$ cat config.mk
export PLATFORM = sky130hd
export DESIGN_NAME = cmam_core
export DESIGN_NICKNAME = d
export VERILOG_FILES = /design/src/pkg/cmam_pkg.sv /design/src/hw/cmam_core.sv
export VERILOG_INCLUDE_DIRS = /design/src /design/src/pkg
export SDC_FILE = /design/constraint.sdc
export NUM_CORES = 2
export LEC_CHECK = 0
export ABC_AREA = 1
export BUFFER_PORTS_ARGS = -buffer_cell sky130_fd_sc_hd__buf_2
export CAP_MARGIN = 20
export CORE_MARGIN = 3
export CORE_UTILIZATION = 26
export DETAILED_ROUTE_END_ITERATION = 10
export PLACE_DENSITY_LB_ADDON = 0.3
export SYNTH_ARGS = -nofsm -noshare
export SYNTH_HDL_FRONTEND = slang
export SYNTH_SLANG_ARGS = --single-unit
$ cat constraint.sdc
create_clock -name clock -period 6 [get_ports clock]
set_input_delay 1.2 -clock clock [delete_from_list [all_inputs] [get_ports clock]]
set_output_delay 1.2 -clock clock [all_outputs]
set_load 0.02 [all_outputs]
$ cat src/pkg/cmam_defs.svh
// Register offsets, field positions and reset values for the CAN
// message-object mask, mailbox window and message timer block.
// Assumes an 8-bit SFR address space seen by the on-chip core.
`ifndef CMAM_DEFS_SVH
`define CMAM_DEFS_SVH

// SFR addresses
`define CMAM_ADDR_PRESCALE 8'ha1
`define CMAM_ADDR_MSG 8'ha3
`define CMAM_ADDR_TIML 8'hac
`define CMAM_ADDR_TIMH 8'had
`define CMAM_ADDR_IDT1 8'hbc
`define CMAM_ADDR_IDT2 8'hbd
`define CMAM_ADDR_IDT3 8'hbe
`define CMAM_ADDR_IDT4 8'hbf
`define CMAM_ADDR_IDM1 8'hc4
`define CMAM_ADDR_IDM2 8'hc5
`define CMAM_ADDR_IDM3 8'hc6
`define CMAM_ADDR_IDM4 8'hc7

// Fields of the fourth tag and mask registers
`define CMAM_B4_RTR 2
`define CMAM_B4_RB1 1
`define CMAM_B4_IDE 0

// Reset values
`define CMAM_TIMER_RST 16'h0000
`define CMAM_PRESC_RST 8'h00
`define CMAM_PTR_RST 3'h0

`endif

$ cat src/pkg/cmam_pkg.sv
// Types shared by the mask and mailbox block.
// Assumes the defines header is compiled alongside.
package cmam_pkg;
  typedef logic [7:0] cmam_byte_t;
  typedef logic [28:0] cmam_ident_t;
endpackage
$ cat src/hw/cmam_core.sv
// Mask filter, mailbox data window and message timer prescaler.
// Assumes a single-cycle SFR port from the core on the same clock and
// a page pointer held elsewhere that selects object and byte index.
`timescale 1ns/1ps
`default_nettype none
`include "cmam_defs.svh"

module cmam_core #(
  parameter int NUM_OBJ = 15
) (
  input wire logic clock,
  input wire logic rst,
  // SFR port
  input wire logic [7:0] sfr_addr,
  input wire logic sfr_wr,
  input wire logic sfr_rd,
  input wire cmam_pkg::cmam_byte_t sfr_wdata,
  output logic [7:0] sfr_rdata,
  // Page pointer from the page register
  input wire logic [3:0] page_obj,
  input wire logic [2:0] page_index,
  input wire logic page_load,
  input wire logic auto_inc_en,
  // Receive filter inputs
  input wire logic rx_check,
  input wire logic rx_ext,
  input wire cmam_pkg::cmam_ident_t rx_ident,
  input wire logic rx_rtr,
  input wire logic obj_rx_en,
  input wire logic obj_ext,
  output logic rx_hit,
  // Mailbox fill from the receive engine
  input wire logic mbox_wr,
  input wire logic [3:0] mbox_wobj,
  input wire logic [2:0] mbox_windex,
  input wire cmam_pkg::cmam_byte_t mbox_wdata,
  // Timer tick source and count
  input wire logic timer_clk_tick,
  output logic [15:0] message_timer_count
);
  import cmam_pkg::*;

  // Register map seen by the core, all bytes on one 8-bit SFR port:
  //   a1       timer prescale value, read and write
  //   a3       mailbox data window of the selected object
  //   ac, ad   message timer low and high byte, read only
  //   bc..bf   identifier tag bytes one to four
  //   c4..c7   acceptance mask bytes one to four
  // Every other address reads as zero and ignores writes.
  //
  // Timing of the port:
  //   A strobe is taken at the rising edge together with the address.
  //   Read data is registered, so it shows the byte of the address
  //   presented one cycle earlier and then follows the address.
  //   Back-to-back accesses are allowed; nothing is queued.
  //
  // Tag and mask bytes keep whatever software last wrote, reserved
  // bits included. Software must not set reserved bits, and what it
  // reads back from them carries no meaning. Keeping them as plain
  // storage costs a few flops but keeps the read mux uniform.
  //
  // Only one set of tag and mask bytes is held: it belongs to the
  // object that the page pointer selects. Swapping objects is the
  // job of the page logic outside this block.
  //
  // Limitation: the timer high and low bytes are read independently,
  // with no latch between them. Software reading a running timer must
  // read twice or stop the tick source to get a coherent value.
  //
  // Limitation: page_obj values beyond NUM_OBJ-1 address no storage
  // and must not be used by the page logic.

  // Tag and mask bytes of the selected object; no reset on purpose
  cmam_byte_t tag_q [4];
  cmam_byte_t tag_d [4];
  cmam_byte_t mask_q [4];
  cmam_byte_t mask_d [4];
  // Mailbox storage, one byte per object and index
  cmam_byte_t mbox_q [NUM_OBJ*8];
  cmam_byte_t mbox_d [NUM_OBJ*8];
  logic [2:0] idx_q, idx_d;
  cmam_byte_t presc_q, presc_d;
  cmam_byte_t pcnt_q, pcnt_d;
  logic [15:0] timer_q, timer_d;
  logic hit_q, hit_d;
  logic [7:0] rdata_q, rdata_d;

  // Flat mailbox address of an object and byte index
  function automatic int unsigned mbox_addr(input logic [3:0] obj,
                                            input logic [2:0] idx);
    mbox_addr = int'(obj) * 8 + int'(idx);
  endfunction

  // Masked compare of one bit: zero forces a match
  function automatic logic bit_ok(input logic m, input logic t,
                                  input logic r);
    bit_ok = !m || (t == r);
  endfunction

  // Tag and mask registers: plain storage, software initialises them
  always_comb begin
    tag_d = tag_q;
    mask_d = mask_q;
    if (sfr_wr) begin
      if (sfr_addr == `CMAM_ADDR_IDT1) begin
        tag_d[0] = sfr_wdata;
      end else if (sfr_addr == `CMAM_ADDR_IDT2) begin
        tag_d[1] = sfr_wdata;
      end else if (sfr_addr == `CMAM_ADDR_IDT3) begin
        tag_d[2] = sfr_wdata;
      end else if (sfr_addr == `CMAM_ADDR_IDT4) begin
        tag_d[3] = sfr_wdata;
      end else if (sfr_addr == `CMAM_ADDR_IDM1) begin
        mask_d[0] = sfr_wdata;
      end else if (sfr_addr == `CMAM_ADDR_IDM2) begin
        mask_d[1] = sfr_wdata;
      end else if (sfr_addr == `CMAM_ADDR_IDM3) begin
        mask_d[2] = sfr_wdata;
      end else if (sfr_addr == `CMAM_ADDR_IDM4) begin
        mask_d[3] = sfr_wdata;
      end
    end
  end

  // No reset: contents are undefined until software writes them
  always_ff @(posedge clock) begin
    tag_q <= tag_d;
    mask_q <= mask_d;
  end

  // Mailbox index: page load wins, else wrap-around auto-increment
  always_comb begin
    idx_d = idx_q;
    if (page_load) begin
      idx_d = page_index;
    end else if (auto_inc_en && (sfr_addr == `CMAM_ADDR_MSG)
                 && (sfr_rd || sfr_wr)) begin
      idx_d = idx_q + 3'h1;
    end
  end

  // Mailbox array; core writes take priority over receive fills
  always_comb begin
    mbox_d = mbox_q;
    if (mbox_wr) begin
      mbox_d[mbox_addr(mbox_wobj, mbox_windex)] = mbox_wdata;
    end
    if (sfr_wr && (sfr_addr == `CMAM_ADDR_MSG)) begin
      mbox_d[mbox_addr(page_obj, idx_q)] = sfr_wdata;
    end
  end

  always_ff @(posedge clock) begin
    mbox_q <= mbox_d;
  end

  // Prescaler and message timer: timer steps once per presc+1 ticks
  always_comb begin
    presc_d = presc_q;
    pcnt_d = pcnt_q;
    timer_d = timer_q;
    if (sfr_wr && (sfr_addr == `CMAM_ADDR_PRESCALE)) begin
      presc_d = sfr_wdata;
    end
    if (timer_clk_tick) begin
      if (pcnt_q >= presc_q) begin
        pcnt_d = 8'h00;
        timer_d = timer_q + 16'h0001;
      end else begin
        pcnt_d = pcnt_q + 8'h01;
      end
    end
  end

  always_ff @(posedge clock or posedge rst) begin
    if (rst) begin
      presc_q <= `CMAM_PRESC_RST;
      pcnt_q <= 8'h00;
      timer_q <= `CMAM_TIMER_RST;
      idx_q <= `CMAM_PTR_RST;
    end else begin
      presc_q <= presc_d;
      pcnt_q <= pcnt_d;
      timer_q <= timer_d;
      idx_q <= idx_d;
    end
  end

  // Acceptance filter overview:
  //   Standard objects compare identifier bits 10..0 only; upper
  //   positions are masked off, so the unused tag bits never matter.
  //   Extended objects compare all 29 identifier bits.
  //   The remote-request bit is compared against the tag byte, the
  //   extension bit against the object's own format, each under its
  //   own mask bit in byte four.
  //   A cleared mask bit forces that position to match, which lets
  //   one object accept a whole range of identifiers.
  // The hit is registered, so it stands for exactly one cycle after
  // the check strobe; the receive engine must sample it then.
  // Trade-off: the 29-bit compare is one wide AND tree; registering
  // the hit keeps it off the receive engine's critical path.
  // Acceptance filter; transmit paths never see the mask
  always_comb begin
    logic ok;
    logic [28:0] mk;
    logic [28:0] tg;
    ok = 1'b1;
    mk = 29'h0;
    tg = 29'h0;
    if (obj_ext) begin
      mk = {mask_q[0], mask_q[1], mask_q[2], mask_q[3][7:3]};
      tg = {tag_q[0], tag_q[1], tag_q[2], tag_q[3][7:3]};
    end else begin
      mk = {18'h0, mask_q[0], mask_q[1][7:5]};
      tg = {18'h0, tag_q[0], tag_q[1][7:5]};
    end
    for (int i = 0; i < 29; i++) begin
      ok = ok && bit_ok(mk[i], tg[i], rx_ident[i]);
    end
    ok = ok && bit_ok(mask_q[3][`CMAM_B4_RTR],
                      tag_q[3][`CMAM_B4_RTR], rx_rtr);
    ok = ok && bit_ok(mask_q[3][`CMAM_B4_IDE],
                      obj_ext, rx_ext);
    hit_d = rx_check && obj_rx_en && ok;
  end

  // Read mux; reserved bits return stored contents, undefined to software
  always_comb begin
    rdata_d = 8'h00;
    if (sfr_addr == `CMAM_ADDR_PRESCALE) begin
      rdata_d = presc_q;
    end else if (sfr_addr == `CMAM_ADDR_MSG) begin
      rdata_d = page_load ? mbox_q[mbox_addr(page_obj, page_index)]
                          : mbox_q[mbox_addr(page_obj, idx_q)];
    end else if (sfr_addr == `CMAM_ADDR_TIML) begin
      rdata_d = timer_q[7:0];
    end else if (sfr_addr == `CMAM_ADDR_TIMH) begin
      rdata_d = timer_q[15:8];
    end else if (sfr_addr == `CMAM_ADDR_IDT1) begin
      rdata_d = tag_q[0];
    end else if (sfr_addr == `CMAM_ADDR_IDT2) begin
      rdata_d = tag_q[1];
    end else if (sfr_addr == `CMAM_ADDR_IDT3) begin
      rdata_d = tag_q[2];
    end else if (sfr_addr == `CMAM_ADDR_IDT4) begin
      rdata_d = tag_q[3];
    end else if (sfr_addr == `CMAM_ADDR_IDM1) begin
      rdata_d = mask_q[0];
    end else if (sfr_addr == `CMAM_ADDR_IDM2) begin
      rdata_d = mask_q[1];
    end else if (sfr_addr == `CMAM_ADDR_IDM3) begin
      rdata_d = mask_q[2];
    end else if (sfr_addr == `CMAM_ADDR_IDM4) begin
      rdata_d = mask_q[3];
    end
  end

  // Outputs registered so the core sees a stable byte
  always_ff @(posedge clock or posedge rst) begin
    if (rst) begin
      hit_q <= 1'b0;
      rdata_q <= 8'h00;
    end else begin
      hit_q <= hit_d;
      rdata_q <= rdata_d;
    end
  end

  assign rx_hit = hit_q;
  assign sfr_rdata = rdata_q;
  assign message_timer_count = timer_q;

endmodule // cmam_core
`default_nettype wire

==> results.md <==
- Status: finished clean
- DRC violations left: 0
- Initial antenna violation count: 27
- Pin count of the biggest net entering global routing: 168
- Crit Path Class: reg2reg
- Top_reg_cell synth: dfxtp_1
- Synth warn: 0
- Clock Pin Slew Worst Setup and Hold Paths: 0.06 ns
- Vias per cell: 5.453
- Worst Path Arrival: 5.08 ns
- Max Cap Viol: 0
- FMAX: 225.9 MHz
- Startpoint types: flip-flop
- Critical Path RT: 6.66 ns
- DR top layer: met5
- I/O pin total: 105
- Die area: 258,200 µm²
- 1st-iter DRT viols: 10,840
- Post-Route WL: 327,200 µm
- Dpl cell area: 68,090 µm²
- Clk sinks: 1,068
- PortBufs: 104
- Worst Path Max Fanout: 57
- CTS Buf Count: 130
- RSZ-0062 raised after global routing: no
- Crit path top cell by count: nand2_1
- Tmin final: 4.426 ns
- Routed length on met2: 133,800 µm
- Die H: 508.1 µm
- Slew Limit Fails: 0
- Remaining Overflow, GRT: 0
- Int Pwr: 13.70 mW
- Post-DR wirelength/cell: 24.69 µm
- Mapped Avg Cell Area: 6.407 µm²
- Hold WC Path Type: reg2reg
- Filler cells: 27,710
- Slew HR: 15.25%
- Synth-to-layout area growth: 10.56%
- Crit path max-delay family: simple AND/OR/NAND/NOR gates
- PostCTS Resize Cnt: 0
- First-pass GRT wire length: 463,600 µm
- Syn Nets: 10,320
- Final Core Density: 29.01%
- Worst-path cell chain: inv_4 > buf_4 > o21ai_0 > nand2_1 > a21oi_1 > o21ai_0 > nand2_1 > nor2_1 > nand2_1 > nor2_1 > nor2_1 > nand2_1 > a21oi_1
- Core Box Area: 249,800 µm²
- Share of cells above drive strength 1: 7.376%
- TritonCTS clock tree: yes
- Clk buf depth: 3
- M1 WL: 134,700 µm
- Cts hold-fix bufs: 0
- Gate power share: 21.3%
- Pwr/cell area: 287.5 nW/µm²
- Fin. Hold Viols: 0
- Sum Neg Setup Slack: 0 ns
- Switch share: 34.27%
- Starting Density: 26.24%
- Fraction of registers with async set/reset: 4.120%
- Total power: 20.84 mW
- Synthesized area: 65,550 µm²
- Clock Power Share: 39.0%
- Maximum VDD drop: 0.2763 mV
- Crit. End Element: flip-flop
- CP peak stage delay: 0.75 ns
- Tot GR Track Use: 24.25%
- Fin area: 72,480 µm²
- Drt pass-1 iters: 10
- Sequential Power Share: 39.6%
- H-tree levels: 4
- Rows: 183
- CTS root buf: clkbuf_16
- Clock Skews: 0.03323 ns
- WP buf/inv: 2
- Commonest non-fill, non-tap cells in the layout: nand2_1, o21ai_0, dfxtp_1
- Nets@finish: 9,899
- Vias in the first global route: 62,250
- Setup bufs post-CTS: 0
- Netlist cell types: 54
- Synthesized instance count: 10,230
- Pleak: 29.65 nW
- Die X: 508.1 µm
- # setup viols final: 0
- Post-route clock period utilization: 73.77%
- WL met3: 40,520 µm
- Worst-margin pin slew: 1.269 ns
- Final GP Congestion: 1.022
- Routed Antenna Nets: 0
- Later-pin clock latency in the skew report: 0.80 ns
- Most common cell after layout, fill and taps aside: nand2_1
- Post-synth EDFFs: 64
- DPL Wire Length: 206,300 µm
- Post-synthesis register bit count: 1,068
- Post-synthesis sequential area ratio: 33.93%
- Slowest CP cell: dfrtp_4
- Psw: 7.139 mW
- Vias: 72,260
## cells by family (layout without fill, tap and decap cells)
| family | after synthesis | after routing | synth area share, % |
|---|---|---|---|
| mux | 1 | 1 | 0.01527 |
| xor+xnor | 21 | 21 | 0.2806 |
| fa+ha+maj | 11 | 11 | 0.2099 |
| simple gates | 3973 | 3973 | 25.78 |
| compound gates | 3429 | 3429 | 28.63 |
| buf+inv | 1728 | 1407 | 11.16 |
| flops | 1068 | 1068 | 33.93 |
| other cells | 0 | 11 | 0 |
## path summary, 6_finish.rpt
check                                            start                      to  slack (ns)  cells past startpoint
worst max-delay path                          idx_q[0]            sfr_rdata[6]        1.57                     13
worst min-delay path            message_timer_count[2]  message_timer_count[2]        0.49                      1
worst max register to register                idx_q[0]            sfr_rdata[6]        1.57                     13
worst min register to register  message_timer_count[2]  message_timer_count[2]        0.49                      1
max in group asynchronous                          rst                idx_q[1]        4.81                      3
min in group asynchronous                          rst               pcnt_q[1]        0.60                      3
## synth_stat cells (53+ instances only)
master	count	area (µm²)
a21oi_1	488	2442
buf_1	61	229.0
buf_2	152	760.7
buf_6	66	743.2
clkbuf_1	538	2019
dfxtp_1	960	19220
edfxtp_1	64	1922
inv_1	865	3247
nand2_1	2990	11220
nand3_1	465	2327
nand3_4	56	980.9
nor2_1	298	1119
o211ai_1	438	3288
o21ai_0	1725	8633
o21ai_1	550	2753
o21ai_2	53	464.2
o22ai_1	113	706.9
## flip-flops by register name (all words and copies together) (netlist names)
| signal | cells |
|---|---|
| presc_q | 8 |
| idx_q | 3 |
| message_timer_count | 16 |
| rx_hit | 1 |
| mbox_q | 960 |
| tag_q | 32 |
| mask_q | 32 |
| pcnt_q | 8 |
| sfr_rdata | 8 |
## metrics by stage
step | hold slack (ns) | instances | setup WS [ns]
global placement | 0.4707 | 12990 | 1.518
CTS | 0.4925 | 13230 | 1.929
detailed placement | 0.4778 | 12990 | 1.578
finish | 0.4924 | 13250 | 1.574
floorplan | 0.4530 | 10230 | 2.881
global route | 0.5049 | 13240 | 1.662
## worst reg2reg max path, cell delays in order (launching register included)
cell and delay [ns]:
dfrtp_4 0.75, inv_4 0.66, buf_4 0.45, o21ai_0 0.19, nand2_1 0.08, a21oi_1 0.14, o21ai_0 0.71, nand2_1 0.40
nor2_1 0.18, nand2_1 0.08, nor2_1 0.13, nor2_1 0.06, nand2_1 0.34, a21oi_1 0.13
## final cells by class
class,count,area (µm²),share of cell area [%]
clock buffers,194,3870,5.339
diodes,11,27.53,0.03798
flip-flops and latches,1068,22250,30.70
well taps,3330,4167,5.749
clock inverters,40,374.1,0.5162
multi-input cells,7435,36140,49.86
repair buffers,277,2197,3.031
inverters,896,3455,4.766
## metal layers
metal / vias to the layer above / track usage (%)
met5: - / 0.01852
met4: 4 / 12.12
met3: 825 / 6.136
met2: 4669 / 34.99
met1: 33390 / 33.24
li1: 33380 / -
## power by group through the flow
| stage | Sequential, mW | Combinational, mW | Clock [mW] |
|---|---|---|---|
| 2_1_floorplan | 8.26 | 2.69 | 0 |
| 4_1_cts | 8.24 | 4.26 | 8.17 |
| 3_3_place_gp | 8.39 | 4.25 | 0 |
| 6_report | 8.26 | 4.44 | 8.14 |
| 5_1_grt | 8.32 | 4.78 | 8.45 |
| 3_5_place_dp | 8.39 | 4.25 | 0 |
No activity file was read; power rests on OpenSTA's default activity.
